File: config.mk
export PLATFORM = sky130hd
export DESIGN_NAME = qctu_top
export DESIGN_NICKNAME = d
export VERILOG_FILES = /design/src/qctu_pkg.sv /design/src/qctu_reload_timer.sv /design/src/qctu_top.sv
export VERILOG_INCLUDE_DIRS = /design/src
export SDC_FILE = /design/constraint.sdc
export NUM_CORES = 1
export LEC_CHECK = 0
export ABC_CLOCK_PERIOD_IN_PS = 4250
export BUFFER_PORTS_ARGS = -buffer_cell sky130_fd_sc_hd__buf_2
export CORE_MARGIN = 2
export CORE_UTILIZATION = 37
export CTS_CLUSTER_DIAMETER = 120
export CTS_CLUSTER_SIZE = 25
export DETAILED_ROUTE_END_ITERATION = 10
export PLACE_DENSITY_LB_ADDON = 0.25
export SLEW_MARGIN = 5
export SYNTH_ARGS = -nofsm -noshare
export SYNTH_HDL_FRONTEND = slang
export SYNTH_SLANG_ARGS = --single-unit
File: constraint.sdc
create_clock -name clk -period 4.25 [get_ports clk]
set_input_delay 0.85 -clock clk [delete_from_list [all_inputs] [get_ports clk]]
set_output_delay 0.85 -clock clk [all_outputs]
set_load 0.02 [all_outputs]
File: src/qctu_consts.svh
// constants for the quad counter/timer unit: addresses, field positions, resets, divider counts
`ifndef QCTU_CONSTS_SVH
`define QCTU_CONSTS_SVH
`define QCTU_ADDR_T2_RELOAD_LOW 8'hCA
`define QCTU_ADDR_T2_RELOAD_HIGH 8'hCB
`define QCTU_RELOAD_RESET 8'h00
`define QCTU_COUNT_RESET 8'h00
`define QCTU_CTRL_SPLIT_BIT 3
`define QCTU_CTRL_RUN_BIT 2
`define QCTU_CTRL_LOW_IRQ_EN_BIT 5
`define QCTU_CTRL_HIGH_FLAG_BIT 7
`define QCTU_DIV4_LAST 2'h3
`define QCTU_DIV12_LAST 4'hB
`define QCTU_DIV48_LAST 2'h3
`endif

File: src/qctu_pkg.sv
// types shared by the quad counter/timer unit
package qctu_pkg;
    // timer 0/1 operating modes
    typedef enum logic [1:0] {
        QCTU_MODE_13BIT,
        QCTU_MODE_16BIT,
        QCTU_MODE_8BIT_RELOAD,
        QCTU_MODE_SPLIT
    } qctu_mode_t;
    // shared prescaler choice for timers 0/1
    typedef enum logic [1:0] {
        QCTU_SCALE_DIV12,
        QCTU_SCALE_DIV4,
        QCTU_SCALE_DIV48,
        QCTU_SCALE_EXT8
    } qctu_scale_t;
endpackage

File: src/qctu_reload_timer.sv
// 16-bit / split 8-bit auto-reload timer used for timers 2 and 3
`include "qctu_consts.svh"
module qctu_reload_timer (
    // clock and reset
    input wire logic clk,
    input wire logic nrst,
    // configuration
    input wire logic split,
    input wire logic run,
    input wire logic low_clock_pick,
    input wire logic high_clock_pick,
    input wire logic alt_tick,
    input wire logic [7:0] reload_low,
    input wire logic [7:0] reload_high,
    input wire logic irq_enable,
    input wire logic low_irq_enable,
    // flag clears (software writes zero)
    input wire logic clr_high_flag,
    input wire logic clr_low_flag,
    // state
    output logic [7:0] count_low,
    output logic [7:0] count_high,
    output logic high_flag,
    output logic low_flag,
    output logic irq
);
    logic [7:0] count_low_ff; // low byte
    logic [7:0] count_high_ff; // high byte
    logic high_flag_ff; // high byte overflow flag
    logic low_flag_ff; // low byte overflow flag
    logic tick_low; // low half advance
    logic tick_high; // high half advance
    logic ev_low; // low byte wraps this cycle
    logic ev_high; // high byte wraps this cycle

    // clock pick: set means system clock, else the alternate clock
    assign tick_low = low_clock_pick ? 1'b1 : alt_tick;
    assign tick_high = high_clock_pick ? 1'b1 : alt_tick;

    // overflow events for both modes
    always_comb begin
        if (split) begin
            ev_low = tick_low && (count_low_ff == 8'hFF);
            ev_high = run && tick_high && (count_high_ff == 8'hFF);
        end else begin
            ev_low = run && tick_low && (count_low_ff == 8'hFF);
            ev_high = ev_low && (count_high_ff == 8'hFF);
        end
    end

    // count registers
    always_ff @(posedge clk or negedge nrst) begin
        if (!nrst) begin
            count_low_ff <= `QCTU_COUNT_RESET;
            count_high_ff <= `QCTU_COUNT_RESET;
        end else if (split) begin
            // low half free-runs, high half gated by run
            if (tick_low) begin
                count_low_ff <= ev_low ? reload_low : count_low_ff + 8'h01;
            end
            if (run && tick_high) begin
                count_high_ff <= ev_high ? reload_high : count_high_ff + 8'h01;
            end
        end else if (run && tick_low) begin
            // 16-bit wrap loads the full reload value
            if (ev_high) begin
                count_low_ff <= reload_low;
                count_high_ff <= reload_high;
            end else begin
                count_low_ff <= count_low_ff + 8'h01;
                if (ev_low) begin
                    count_high_ff <= count_high_ff + 8'h01;
                end
            end
        end
    end

    // sticky flags, set beats clear
    always_ff @(posedge clk or negedge nrst) begin
        if (!nrst) begin
            high_flag_ff <= 1'b0;
            low_flag_ff <= 1'b0;
        end else begin
            if (ev_high) begin
                high_flag_ff <= 1'b1;
            end else if (clr_high_flag) begin
                high_flag_ff <= 1'b0;
            end
            if (ev_low) begin
                low_flag_ff <= 1'b1;
            end else if (clr_low_flag) begin
                low_flag_ff <= 1'b0;
            end
        end
    end

    // interrupt request from the flags
    assign irq = irq_enable && (high_flag_ff || (low_irq_enable && low_flag_ff));
    assign count_low = count_low_ff;
    assign count_high = count_high_ff;
    assign high_flag = high_flag_ff;
    assign low_flag = low_flag_ff;
endmodule // qctu_reload_timer

File: src/qctu_top.sv
// quad counter/timer unit: timers 0/1 classic modes, timers 2/3 auto-reload
`include "qctu_consts.svh"
module qctu_top (
    // clock and reset
    input wire logic clk,
    input wire logic nrst,
    // special-function register port
    input wire logic [7:0] sfr_addr,
    input wire logic sfr_wr,
    input wire logic sfr_rd,
    input wire logic [7:0] sfr_wdata,
    output logic [7:0] sfr_rdata,
    // pins from outside the clock domain
    input wire logic timer0_event_pin,
    input wire logic timer1_event_pin,
    input wire logic ext_osc_div8,
    // timer 0/1 configuration
    input wire qctu_pkg::qctu_mode_t timer0_mode,
    input wire qctu_pkg::qctu_mode_t timer1_mode,
    input wire logic timer0_run,
    input wire logic timer1_run,
    input wire logic timer0_counter_sel,
    input wire logic timer1_counter_sel,
    input wire logic timer0_clock_pick,
    input wire logic timer1_clock_pick,
    input wire logic prescale_field_hi,
    input wire logic prescale_field_lo,
    input wire logic timer0_flag_clr,
    input wire logic timer1_flag_clr,
    // timer 2 configuration
    input wire logic timer2_split_select,
    input wire logic timer2_run,
    input wire logic timer2_ext_clock_select,
    input wire logic timer2_low_clock_pick,
    input wire logic timer2_high_clock_pick,
    input wire logic timer2_irq_enable,
    input wire logic timer2_low_irq_enable,
    input wire logic timer2_high_flag_clr,
    input wire logic timer2_low_flag_clr,
    // timer 3 configuration
    input wire logic [7:0] timer3_control,
    input wire logic [7:0] timer3_reload_low,
    input wire logic [7:0] timer3_reload_high,
    input wire logic timer3_ext_clock_select,
    input wire logic timer3_low_clock_pick,
    input wire logic timer3_high_clock_pick,
    input wire logic timer3_irq_enable,
    input wire logic timer3_high_flag_clr,
    input wire logic timer3_low_flag_clr,
    // timer 0/1 state
    output logic [7:0] timer0_count_low,
    output logic [7:0] timer0_count_high,
    output logic [7:0] timer1_count_low,
    output logic [7:0] timer1_count_high,
    output logic timer0_flag,
    output logic timer1_flag,
    // timer 2/3 state
    output logic [7:0] timer2_count_low,
    output logic [7:0] timer2_count_high,
    output logic [7:0] timer3_count_low,
    output logic [7:0] timer3_count_high,
    output logic [3:0] timer23_flags,
    output logic timer2_irq,
    output logic timer3_irq
);
    logic [7:0] t2_reload_low_ff; // timer 2 reload low byte
    logic [7:0] t2_reload_high_ff; // timer 2 reload high byte
    logic [7:0] sfr_rdata_ff; // registered read data
    logic [2:0] ev0_sync_ff; // event pin 0 sync + history
    logic [2:0] ev1_sync_ff; // event pin 1 sync + history
    logic [2:0] ext_sync_ff; // external clock sync + history
    logic [1:0] div4_ff; // divide by 4 counter
    logic [3:0] div12_ff; // divide by 12 counter
    logic [1:0] div48_ff; // counts /12 ticks for /48
    logic [7:0] tl0_ff, th0_ff, tl1_ff, th1_ff; // timer 0/1 counts
    logic tf0_ff, tf1_ff; // timer 0/1 overflow flags
    logic tick4, tick12, tick48, ext_tick, pre_tick; // clock enables
    logic ev0_fall, ev1_fall; // falling edges on event pins
    logic tk0, tk1, tk0h; // timer 0, timer 1, split high byte advance
    logic ov0, ov1, ov0h; // overflow events
    qctu_pkg::qctu_scale_t scale; // prescaler selection

    // overflow decode for the timer 0/1 modes
    function automatic logic ov_hit(qctu_pkg::qctu_mode_t m, logic [7:0] th, logic [7:0] tl);
        case (m)
            qctu_pkg::QCTU_MODE_13BIT: ov_hit = (th == 8'hFF) && (tl[4:0] == 5'h1F);
            qctu_pkg::QCTU_MODE_16BIT: ov_hit = (th == 8'hFF) && (tl == 8'hFF);
            default: ov_hit = (tl == 8'hFF);
        endcase
    endfunction

    // timer 2 reload registers written over the sfr port
    always_ff @(posedge clk or negedge nrst) begin
        if (!nrst) begin
            t2_reload_low_ff <= `QCTU_RELOAD_RESET;
            t2_reload_high_ff <= `QCTU_RELOAD_RESET;
        end else if (sfr_wr) begin
            if (sfr_addr == `QCTU_ADDR_T2_RELOAD_LOW) begin
                t2_reload_low_ff <= sfr_wdata;
            end
            if (sfr_addr == `QCTU_ADDR_T2_RELOAD_HIGH) begin
                t2_reload_high_ff <= sfr_wdata;
            end
        end
    end

    // read data, unmapped addresses read zero
    always_ff @(posedge clk or negedge nrst) begin
        if (!nrst) begin
            sfr_rdata_ff <= 8'h00;
        end else if (sfr_rd) begin
            case (sfr_addr)
                `QCTU_ADDR_T2_RELOAD_LOW: sfr_rdata_ff <= t2_reload_low_ff;
                `QCTU_ADDR_T2_RELOAD_HIGH: sfr_rdata_ff <= t2_reload_high_ff;
                default: sfr_rdata_ff <= 8'h00;
            endcase
        end
    end
    assign sfr_rdata = sfr_rdata_ff;

    // two-flop synchronisers, third flop only for edge detection
    always_ff @(posedge clk or negedge nrst) begin
        if (!nrst) begin
            ev0_sync_ff <= 3'h7;
            ev1_sync_ff <= 3'h7;
            ext_sync_ff <= 3'h0;
        end else begin
            ev0_sync_ff <= {ev0_sync_ff[1:0], timer0_event_pin};
            ev1_sync_ff <= {ev1_sync_ff[1:0], timer1_event_pin};
            ext_sync_ff <= {ext_sync_ff[1:0], ext_osc_div8};
        end
    end
    // edges seen only from synchronised stages; needs held levels
    assign ev0_fall = ev0_sync_ff[2] && !ev0_sync_ff[1];
    assign ev1_fall = ev1_sync_ff[2] && !ev1_sync_ff[1];
    assign ext_tick = ext_sync_ff[1] && !ext_sync_ff[2];

    // system clock dividers
    always_ff @(posedge clk or negedge nrst) begin
        if (!nrst) begin
            div4_ff <= 2'h0;
            div12_ff <= 4'h0;
            div48_ff <= 2'h0;
        end else begin
            div4_ff <= div4_ff + 2'h1;
            div12_ff <= tick12 ? 4'h0 : div12_ff + 4'h1;
            if (tick12) begin
                div48_ff <= div48_ff + 2'h1;
            end
        end
    end
    assign tick4 = (div4_ff == `QCTU_DIV4_LAST);
    assign tick12 = (div12_ff == `QCTU_DIV12_LAST);
    assign tick48 = tick12 && (div48_ff == `QCTU_DIV48_LAST);

    // prescaled clock for timers 0/1
    assign scale = qctu_pkg::qctu_scale_t'({prescale_field_hi, prescale_field_lo});
    always_comb begin
        case (scale)
            qctu_pkg::QCTU_SCALE_DIV12: pre_tick = tick12;
            qctu_pkg::QCTU_SCALE_DIV4: pre_tick = tick4;
            qctu_pkg::QCTU_SCALE_DIV48: pre_tick = tick48;
            default: pre_tick = ext_tick;
        endcase
    end

    // per-timer advance: event edge or chosen clock
    assign tk0 = timer0_counter_sel ? ev0_fall : (timer0_clock_pick ? 1'b1 : pre_tick);
    assign tk1 = timer1_counter_sel ? ev1_fall : (timer1_clock_pick ? 1'b1 : pre_tick);
    assign tk0h = timer0_clock_pick ? 1'b1 : pre_tick;
    assign ov0 = timer0_run && tk0 && ov_hit(timer0_mode, th0_ff, tl0_ff);
    assign ov1 = timer1_run && tk1 && (timer1_mode != qctu_pkg::QCTU_MODE_SPLIT)
        && ov_hit(timer1_mode, th1_ff, tl1_ff);
    assign ov0h = (timer0_mode == qctu_pkg::QCTU_MODE_SPLIT) && timer1_run && tk0h
        && (th0_ff == 8'hFF);

    // timer 0 counts; split mode borrows timer 1 run for the high byte
    always_ff @(posedge clk or negedge nrst) begin
        if (!nrst) begin
            tl0_ff <= `QCTU_COUNT_RESET;
            th0_ff <= `QCTU_COUNT_RESET;
        end else begin
            if (timer0_run && tk0) begin
                case (timer0_mode)
                    qctu_pkg::QCTU_MODE_13BIT: begin
                        tl0_ff[4:0] <= tl0_ff[4:0] + 5'h01;
                        if (tl0_ff[4:0] == 5'h1F) begin
                            th0_ff <= th0_ff + 8'h01;
                        end
                    end
                    qctu_pkg::QCTU_MODE_16BIT: {th0_ff, tl0_ff} <= {th0_ff, tl0_ff} + 16'h0001;
                    qctu_pkg::QCTU_MODE_8BIT_RELOAD: begin
                        tl0_ff <= (tl0_ff == 8'hFF) ? th0_ff : tl0_ff + 8'h01;
                    end
                    default: tl0_ff <= tl0_ff + 8'h01;
                endcase
            end
            if (timer0_mode == qctu_pkg::QCTU_MODE_SPLIT && timer1_run && tk0h) begin
                th0_ff <= th0_ff + 8'h01;
            end
        end
    end

    // timer 1 counts; holds in split mode
    always_ff @(posedge clk or negedge nrst) begin
        if (!nrst) begin
            tl1_ff <= `QCTU_COUNT_RESET;
            th1_ff <= `QCTU_COUNT_RESET;
        end else if (timer1_run && tk1) begin
            case (timer1_mode)
                qctu_pkg::QCTU_MODE_13BIT: begin
                    tl1_ff[4:0] <= tl1_ff[4:0] + 5'h01;
                    if (tl1_ff[4:0] == 5'h1F) begin
                        th1_ff <= th1_ff + 8'h01;
                    end
                end
                qctu_pkg::QCTU_MODE_16BIT: {th1_ff, tl1_ff} <= {th1_ff, tl1_ff} + 16'h0001;
                qctu_pkg::QCTU_MODE_8BIT_RELOAD: begin
                    tl1_ff <= (tl1_ff == 8'hFF) ? th1_ff : tl1_ff + 8'h01;
                end
                default: tl1_ff <= tl1_ff;
            endcase
        end
    end

    // timer 0/1 flags: set beats software clear
    always_ff @(posedge clk or negedge nrst) begin
        if (!nrst) begin
            tf0_ff <= 1'b0;
            tf1_ff <= 1'b0;
        end else begin
            tf0_ff <= ov0 ? 1'b1 : (timer0_flag_clr ? 1'b0 : tf0_ff);
            tf1_ff <= (ov1 || ov0h) ? 1'b1 : (timer1_flag_clr ? 1'b0 : tf1_ff);
        end
    end

    assign timer0_count_low = tl0_ff;
    assign timer0_count_high = th0_ff;
    assign timer1_count_low = tl1_ff;
    assign timer1_count_high = th1_ff;
    assign timer0_flag = tf0_ff;
    assign timer1_flag = tf1_ff;

    // timer 2 mirrors timer 3 with its own reload bytes
    qctu_reload_timer u_timer2 (
        .clk(clk),
        .nrst(nrst),
        .split(timer2_split_select),
        .run(timer2_run),
        .low_clock_pick(timer2_low_clock_pick),
        .high_clock_pick(timer2_high_clock_pick),
        .alt_tick(timer2_ext_clock_select ? ext_tick : tick12),
        .reload_low(t2_reload_low_ff),
        .reload_high(t2_reload_high_ff),
        .irq_enable(timer2_irq_enable),
        .low_irq_enable(timer2_low_irq_enable),
        .clr_high_flag(timer2_high_flag_clr),
        .clr_low_flag(timer2_low_flag_clr),
        .count_low(timer2_count_low),
        .count_high(timer2_count_high),
        .high_flag(timer23_flags[0]),
        .low_flag(timer23_flags[1]),
        .irq(timer2_irq)
    );

    // timer 3: split and low irq enable from its control byte
    qctu_reload_timer u_timer3 (
        .clk(clk),
        .nrst(nrst),
        .split(timer3_control[`QCTU_CTRL_SPLIT_BIT]),
        .run(timer3_control[`QCTU_CTRL_RUN_BIT]),
        .low_clock_pick(timer3_low_clock_pick),
        .high_clock_pick(timer3_high_clock_pick),
        .alt_tick(timer3_ext_clock_select ? ext_tick : tick12),
        .reload_low(timer3_reload_low),
        .reload_high(timer3_reload_high),
        .irq_enable(timer3_irq_enable),
        .low_irq_enable(timer3_control[`QCTU_CTRL_LOW_IRQ_EN_BIT]),
        .clr_high_flag(timer3_high_flag_clr),
        .clr_low_flag(timer3_low_flag_clr),
        .count_low(timer3_count_low),
        .count_high(timer3_count_high),
        .high_flag(timer23_flags[2]),
        .low_flag(timer23_flags[3]),
        .irq(timer3_irq)
    );
endmodule // qctu_top

==> flow_metrics.py, run 1 <==
metrics = {
    "worst_setup_path": {
        "worstSetupStartpoint": "u_timer2.count_low[0]$_DFFE_PN0P_",
        "criticalPathCategory": "reg -> reg",
        "reg2reg_setup_slack_ns": 1.64,
        "path_buf_inv": 0,
        "rr_startpoint": "u_timer2.count_low[0]$_DFFE_PN0P_",
        "arrival_ns": 2.85,
        "crit_required_ns": 4.50,
        "cp_max_fo": 17,
        "critPathMaxStageDelay_ns": 0.82,
        "endpoint": "u_timer2.count_high[4]$_DFFE_PN0P_",
        "slowest_stage": "o21ai_1",
        "cpLargestDelayFamily": "compound AO/OA/AOI/OAI gates",
        "crit_chain": "ha_1, and4_1, o311ai_1, o21ai_1, nand4_1, mux2_2",
        "cp-end-kind": "register",
        "worstReg2RegEnd": "u_timer2.count_high[4]$_DFFE_PN0P_",
        "worstSetupStartpointType": "register",
        "path_depth": 6,
        "reg2regPathDepth": 6,
    },
    "cells_and_area": {
        "antenna-diode-count": 0,
        "final_area_sq_um": 7250,
        "final_cell_mix": "149 x buf_2, 105 x dfrtp_1, 60 x nand2_1",
        "drive_above_1_share_pct": 27.1,
        "fin_nets": 868,
        "final_util_pct": 45.8,
        "syn2layout_area_growth_pct": 21.0,
        "layout_commonest_cell": "buf_2",
    },
    "synthesis": {
        "ys_warn_count": 0,
        "netlist_top_cells_area": "dfrtp_1 44%, ha_1 4.6%, mux2_2 4.3%, nand2_1 3.8%, a21oi_1 3.4%",
        "syn_nets": 721,
        "synthCells": 623,
        "synth_seq_cells": 111,
        "synth_top_area_cell": "dfrtp_1",
        "ys_types": 60,
        "synthArstFlopShare_pct": 100,
        "netlist_area_sq_um": 5990,
        "syn_avg_cell_area_sq_um": 9.61,
        "synth_edf_count": 0,
        "synth_top_area_share_pct": 43.9,
        "synthFlopType": "dfrtp_1",
        "seq_area_frac_synth_pct": 46.5,
    },
    "global_routing": {
        "antenna_found_initial": 1,
        "grt_use_total_pct": 17.9,
        "grt_pass1_vias": 5223,
        "grt_overflow": 0,
        "grt_pass1_wl_mm": 25.7,
        "grt_max_degree": 56,
    },
    "timing": {
        "finalHoldViolCount": 0,
        "skew_ns": 0.00936,
        "finalSetupViolCount": 0,
        "finalMaxSlewViolations": 0,
        "final.setup.tns_ns": 0,
        "rsz0062_at_grt": "false",
        "timing.final.crit_share_pct": 61.3,
        "period_needed_ns": 2.61,
        "layout_setup_ws_ns": 1.64,
        "worst_pin_slew_ns": 1.09,
        "slew_headroom_pct": 26.7,
        "fmax_mhz": 384,
    },
    "clock_tree": {
        "clkTransAtPathRegs_ns": 0.08,
        "clock-sinks": 111,
        "cts_root_buf": "clkbuf_16",
        "post_cts_buffers": 0,
        "clk-insertion-delay-late_ns": 0.35,
        "cts_max_path_buffers": 2,
        "cts.repair.resized": 0,
        "htree_levels": 3,
        "tritoncts": "done",
        "cts_buffers": 9,
        "cts_hold_buf": 0,
    },
    "pwr": {
        "p_per_area_nw_per_um2": 471,
        "ir_worst_vdd_mv": 0.259,
        "p_leak_nw": 3.45,
    },
    "placement": {
        "pre_cts_ws_ns": 1.39,
        "post-dp-hpwl_mm": 11.5,
        "place_congestion": 0.857,
        "port_buffers": 150,
        "dpl-instance-area_sq_um": 6950,
    },
    "route": {
        "drt-initial-drc-count": 343,
        "routed_via_density": 5.35,
        "drc_errors": 0,
        "num_vias": 5301,
        "final_antenna_net_count": 0,
        "firstDrtPassIters": 5,
        "finalWirelength_mm": 15.3,
        "wl_per_cell_microns": 15.4,
    },
    "outcome": {
        "status": "finished clean",
    },
    "floorplan": {
        "io_pins": 156,
        "dieHeight_microns": 131,
        "die_x_microns": 131,
        "die_area_sq_um": 17200,
        "start_util_pct": 37.8,
        "design.core.area_sq_um": 15800,
        "rows": 46,
    },
    "worst_hold_path": {
        "min_path_type": "reg -> reg",
    },
    "flow_run": {
        "cap_violations": 0,
    },
}
[synth_stat cells, types with 13 or more instances]
| master | instances |
|---|---|
| mux2_2 | 23 |
| ha_1 | 22 |
| nand3_1 | 35 |
| nor3_1 | 17 |
| a21oi_1 | 41 |
| a31oi_1 | 16 |
| inv_1 | 28 |
| dfrtp_1 | 105 |
| and3_1 | 17 |
| nand4_1 | 16 |
| mux2i_1 | 13 |
| nor2_1 | 44 |
| nand2_1 | 60 |
| o21ai_0 | 41 |
[logic make-up after synthesis]
logic type	count (synthesis)	synth area share, %
AO/OA/AOI/OAI	155	16.3
XOR/XNOR	16	2.34
adder cells (fa/ha/maj)	22	4.60
buffers and inverters	45	3.18
flip-flops	111	46.5
multiplexers	36	6.50
AND/OR/NAND/NOR	238	20.6
[final cells by class]
cell class,count,area [sq um]
sequential,111,2790
clock buffer,11,233
fill,1540,8580
tap,216,270
multi-input combinational,467,3010
inverter,28,105
timing repair buffer,153,776
clock inverter,5,66.3
[per-layer routing]
layer | vias up | GRT usage [%] | share of wire (%)
li1 | 2570 | - | -
met1 | 2548 | 23.4 | 45
met2 | 161 | 29.9 | 48
met3 | 22 | 3.47 | 5.3
met4 | 0 | 6.22 | 1.8
met5 | - | 0 | 0
[worst min-delay path by stage]
| stage | startpoint | endpoint | slack [ns] | cells past startpoint |
|---|---|---|---|---|
| after CTS | ev1_sync_ff[0]$_DFF_PN1_ | ev1_sync_ff[1]$_DFF_PN1_ | 0.36 | 0 |
| after floorplan | ext_sync_ff[0]$_DFF_PN0_ | ext_sync_ff[1]$_DFF_PN0_ | 0.33 | 0 |
| after global routing | ev1_sync_ff[0]$_DFF_PN1_ | ev1_sync_ff[1]$_DFF_PN1_ | 0.36 | 0 |
| final | ev1_sync_ff[0]$_DFF_PN1_ | ev1_sync_ff[1]$_DFF_PN1_ | 0.36 | 0 |
| after detailed placement | ev1_sync_ff[0]$_DFF_PN1_ | ev1_sync_ff[1]$_DFF_PN1_ | 0.35 | 0 |
| after global placement | ev1_sync_ff[0]$_DFF_PN1_ | ev1_sync_ff[1]$_DFF_PN1_ | 0.35 | 0 |
[worst reg2reg max path, cell delays in order, from the launching register on]
cell and delay, ns:
dfrtp_1 0.44, ha_1 0.25, and4_1 0.30, o311ai_1 0.18
o21ai_1 0.82, nand4_1 0.20, mux2_2 0.31
[where the power goes]
part | leakage (nW) | total, W | switching (W) | internal (W)
registers | 1.41 | 0.00152 | 0.000279 | 0.00124
clock network | 0.142 | 0.000876 | 0.000410 | 0.000466
logic | 1.90 | 0.00102 | 0.000615 | 0.000407
[metrics by stage]
step                total power, W  hold WS [ns]  cells
floorplan                  0.00215         0.331    623
global placement           0.00251         0.347    975
detailed placement         0.00256         0.349    975
CTS                        0.00345         0.360    991
finish                     0.00342         0.358    991
global route               0.00364         0.363    991
(Power assumes the default switching activity.)
==> run 2, diff against run 1 <==
ABC_AREA = 1   (was not set)
ABC_CLOCK_PERIOD_IN_PS = 2450   (was 4250)
clock period = 2.45 ns   (was 4.25 ns; I/O delays follow)
==> flow_metrics.py, run 2 <==
metrics = {
    "clock_tree": {
        "htree_levels": 3,
        "clock-sinks": 111,
        "tritoncts": "done",
        "clk-insertion-delay-late_ns": 0.36,
        "cts_root_buf": "clkbuf_16",
        "cts_hold_buf": 0,
        "cts_max_path_buffers": 2,
        "post_cts_buffers": 0,
        "cts.repair.resized": 0,
        "clkTransAtPathRegs_ns": 0.08,
        "cts_buffers": 9,
    },
    "cells_and_area": {
        "layout_commonest_cell": "nand2_1",
        "fin_nets": 1141,
        "nFillCells": 1894,
        "syn2layout_area_growth_pct": 18.5,
        "antenna-diode-count": 0,
        "final_util_pct": 44.6,
        "final_cell_mix": "216 x nand2_1, 149 x buf_2, 119 x inv_1",
        "drive_above_1_share_pct": 24.1,
    },
    "floorplan": {
        "start_util_pct": 37.6,
        "io_pins": 156,
        "die_x_microns": 142,
        "die_area_sq_um": 20100,
        "dieHeight_microns": 142,
        "design.core.area_sq_um": 18600,
        "rows": 50,
    },
    "global_routing": {
        "grt_use_total_pct": 17.4,
        "grt_overflow": 0,
        "grt_pass1_vias": 5814,
        "grt_pass1_wl_mm": 28.6,
        "antenna_found_initial": 1,
        "grt_max_degree": 112,
    },
    "synthesis": {
        "ys_warn_count": 0,
        "syn_nets": 991,
        "synth_seq_cells": 111,
        "ys_types": 50,
        "syn_avg_cell_area_sq_um": 7.85,
        "synthCells": 893,
        "seq_area_frac_synth_pct": 39.7,
        "synthArstFlopShare_pct": 100,
        "synthFlopType": "dfrtp_1",
        "netlist_top_cells_area": "dfrtp_1 37%, nand2_1 12%, inv_1 6.4%, nand3_1 5.4%, o21ai_0 4.3%",
        "synth_top_area_cell": "dfrtp_1",
        "netlist_area_sq_um": 7010,
        "synth.most_common_cell": "nand2_1",
        "synth_edf_count": 0,
        "synth_top_area_share_pct": 37.5,
        "synthTopCellsByCount": "216 x nand2_1, 119 x inv_1, 105 x dfrtp_1",
    },
    "worst_setup_path": {
        "cp-end-kind": "register",
        "slowest_stage": "dfrtp_1",
        "rr_startpoint": "u_timer2.count_low[0]$_DFFE_PN0P_",
        "critPathMaxStageDelay_ns": 0.46,
        "arrival_ns": 2.30,
        "worstSetupStartpointType": "register",
        "reg2regPathDepth": 8,
        "worstReg2RegEnd": "u_timer2.count_high[6]$_DFFE_PN0P_",
        "cp_max_fo": 13,
        "crit_required_ns": 2.69,
        "criticalPathCategory": "reg -> reg",
        "crit_chain": "ha_1, nand3_2, nor3_4, nand2_4, a21oi_4, nand2_1, xor2_1, o21ai_0",
        "reg2reg_setup_slack_ns": 0.39,
    },
    "route": {
        "drt-initial-drc-count": 308,
        "firstDrtPassIters": 5,
        "routed_via_density": 4.91,
        "final_antenna_net_count": 0,
        "num_vias": 6298,
        "finalWirelength_mm": 17.2,
        "drc_errors": 0,
        "wl_per_cell_microns": 13.4,
    },
    "timing": {
        "rsz0062_at_grt": "false",
        "finalSetupViolCount": 0,
        "period_needed_ns": 2.06,
        "slew_headroom_pct": 59.5,
        "worst_pin_slew_ns": 0.608,
        "finalMaxSlewViolations": 0,
        "final.setup.tns_ns": 0,
        "fin_hold_ws_ns": 0.211,
        "fmax_mhz": 486,
        "finalHoldViolCount": 0,
        "skew_ns": 0.0115,
        "timing.final.crit_share_pct": 83.9,
    },
    "worst_hold_path": {
        "min_path_type": "in -> async",
    },
    "pwr": {
        "p_per_area_nw_per_um2": 815,
        "ir_worst_vdd_mv": 0.491,
        "p_leak_nw": 4.24,
    },
    "outcome": {
        "status": "finished clean",
    },
    "placement": {
        "post-dp-hpwl_mm": 13.0,
        "port_buffers": 150,
        "place_congestion": 0.840,
    },
    "flow_run": {
        "cap_violations": 0,
    },
}
## run 2: changes by cell type after synthesis, sizes merged, moves of 12 or more
cell | before | now
xor2 | 5 | 33
nand2 | 60 | 233
mux2 | 23 | 9
nand3 | 35 | 84
o21ai | 43 | 73
mux2i | 13 | 1
and3 | 17 | 0
a21oi | 41 | 23
inv | 28 | 129
nor2 | 44 | 69
a31oi | 16 | 4
## run 2: cells by family (layout without fill, tap and decap cells)
family | after synthesis | in the layout | synth area share [%]
simple gates | 432 | 432 | 30.4
buf+inv | 144 | 299 | 8.44
compound gates | 136 | 136 | 11.2
flops | 111 | 111 | 39.7
xor+xnor | 38 | 38 | 4.75
fa+ha+maj | 22 | 22 | 3.93
mux | 10 | 10 | 1.59
## run 2: area by class of cell
| cell class | count | area [sq um] | share of cell area [%] |
|---|---|---|---|
| Sequential cell | 111 | 2790 | 33.5 |
| Multi-Input combinational cell | 638 | 3630 | 43.8 |
| Inverter | 130 | 493 | 5.93 |
| Tap cell | 234 | 293 | 3.52 |
| Clock buffer | 9 | 225 | 2.71 |
| Clock inverter | 7 | 88.8 | 1.07 |
| Timing Repair Buffer | 153 | 788 | 9.49 |
## run 2: per-layer routing
layer,global-route usage (%),part of all wire [%]
met1,24.5,49
met2,28.0,46
met3,2.36,3.4
met4,5.47,1.3
met5,0,0.075
## run 2: through the flow
step	total power [W]	std cells	setup WS [ns]	instance area [sq um]
floorplan	0.00440	893	0.652	7010
global placement	0.00521	1266	0.422	7990
detailed placement	0.00523	1266	0.405	7990
CTS	0.00687	1282	0.383	8310
global route	0.00729	1282	0.189	8310
finish	0.00677	1282	0.394	8310
## run 2: report_power, final
group	switching (W)	total (W)	internal, W	leakage, nW
combinational	0.00152	0.00243	0.000909	2.73
sequential	0.000547	0.00277	0.00222	1.35
clock	0.000761	0.00158	0.000819	0.155
## run 2: worst max-delay path: cells and delay by family, from the launching register on
kind,cells,cell delay (ns)
XOR/XNOR,1,0.14
flip-flops,1,0.46
adder cells (fa/ha/maj),1,0.24
AO/OA/AOI/OAI,2,0.43
AND/OR/NAND/NOR,4,0.66
## run 2: worst max path at each step
stage	slack, ns	start	cells after the start	end
finish	0.39	u_timer2.count_low[0]$_DFFE_PN0P_	8	u_timer2.count_high[6]$_DFFE_PN0P_
global placement	0.42	u_timer2.count_low[0]$_DFFE_PN0P_	8	u_timer2.count_high[6]$_DFFE_PN0P_
detailed placement	0.40	u_timer2.count_low[0]$_DFFE_PN0P_	8	u_timer2.count_high[6]$_DFFE_PN0P_
CTS	0.38	u_timer2.count_low[0]$_DFFE_PN0P_	8	u_timer2.count_high[6]$_DFFE_PN0P_
floorplan	0.65	u_timer2.count_low[0]$_DFFE_PN0P_	10	u_timer2.count_low[3]$_DFFE_PN0P_
global route	0.19	u_timer2.count_high[0]$_DFFE_PN0P_	10	u_timer2.count_low[4]$_DFFE_PN0P_
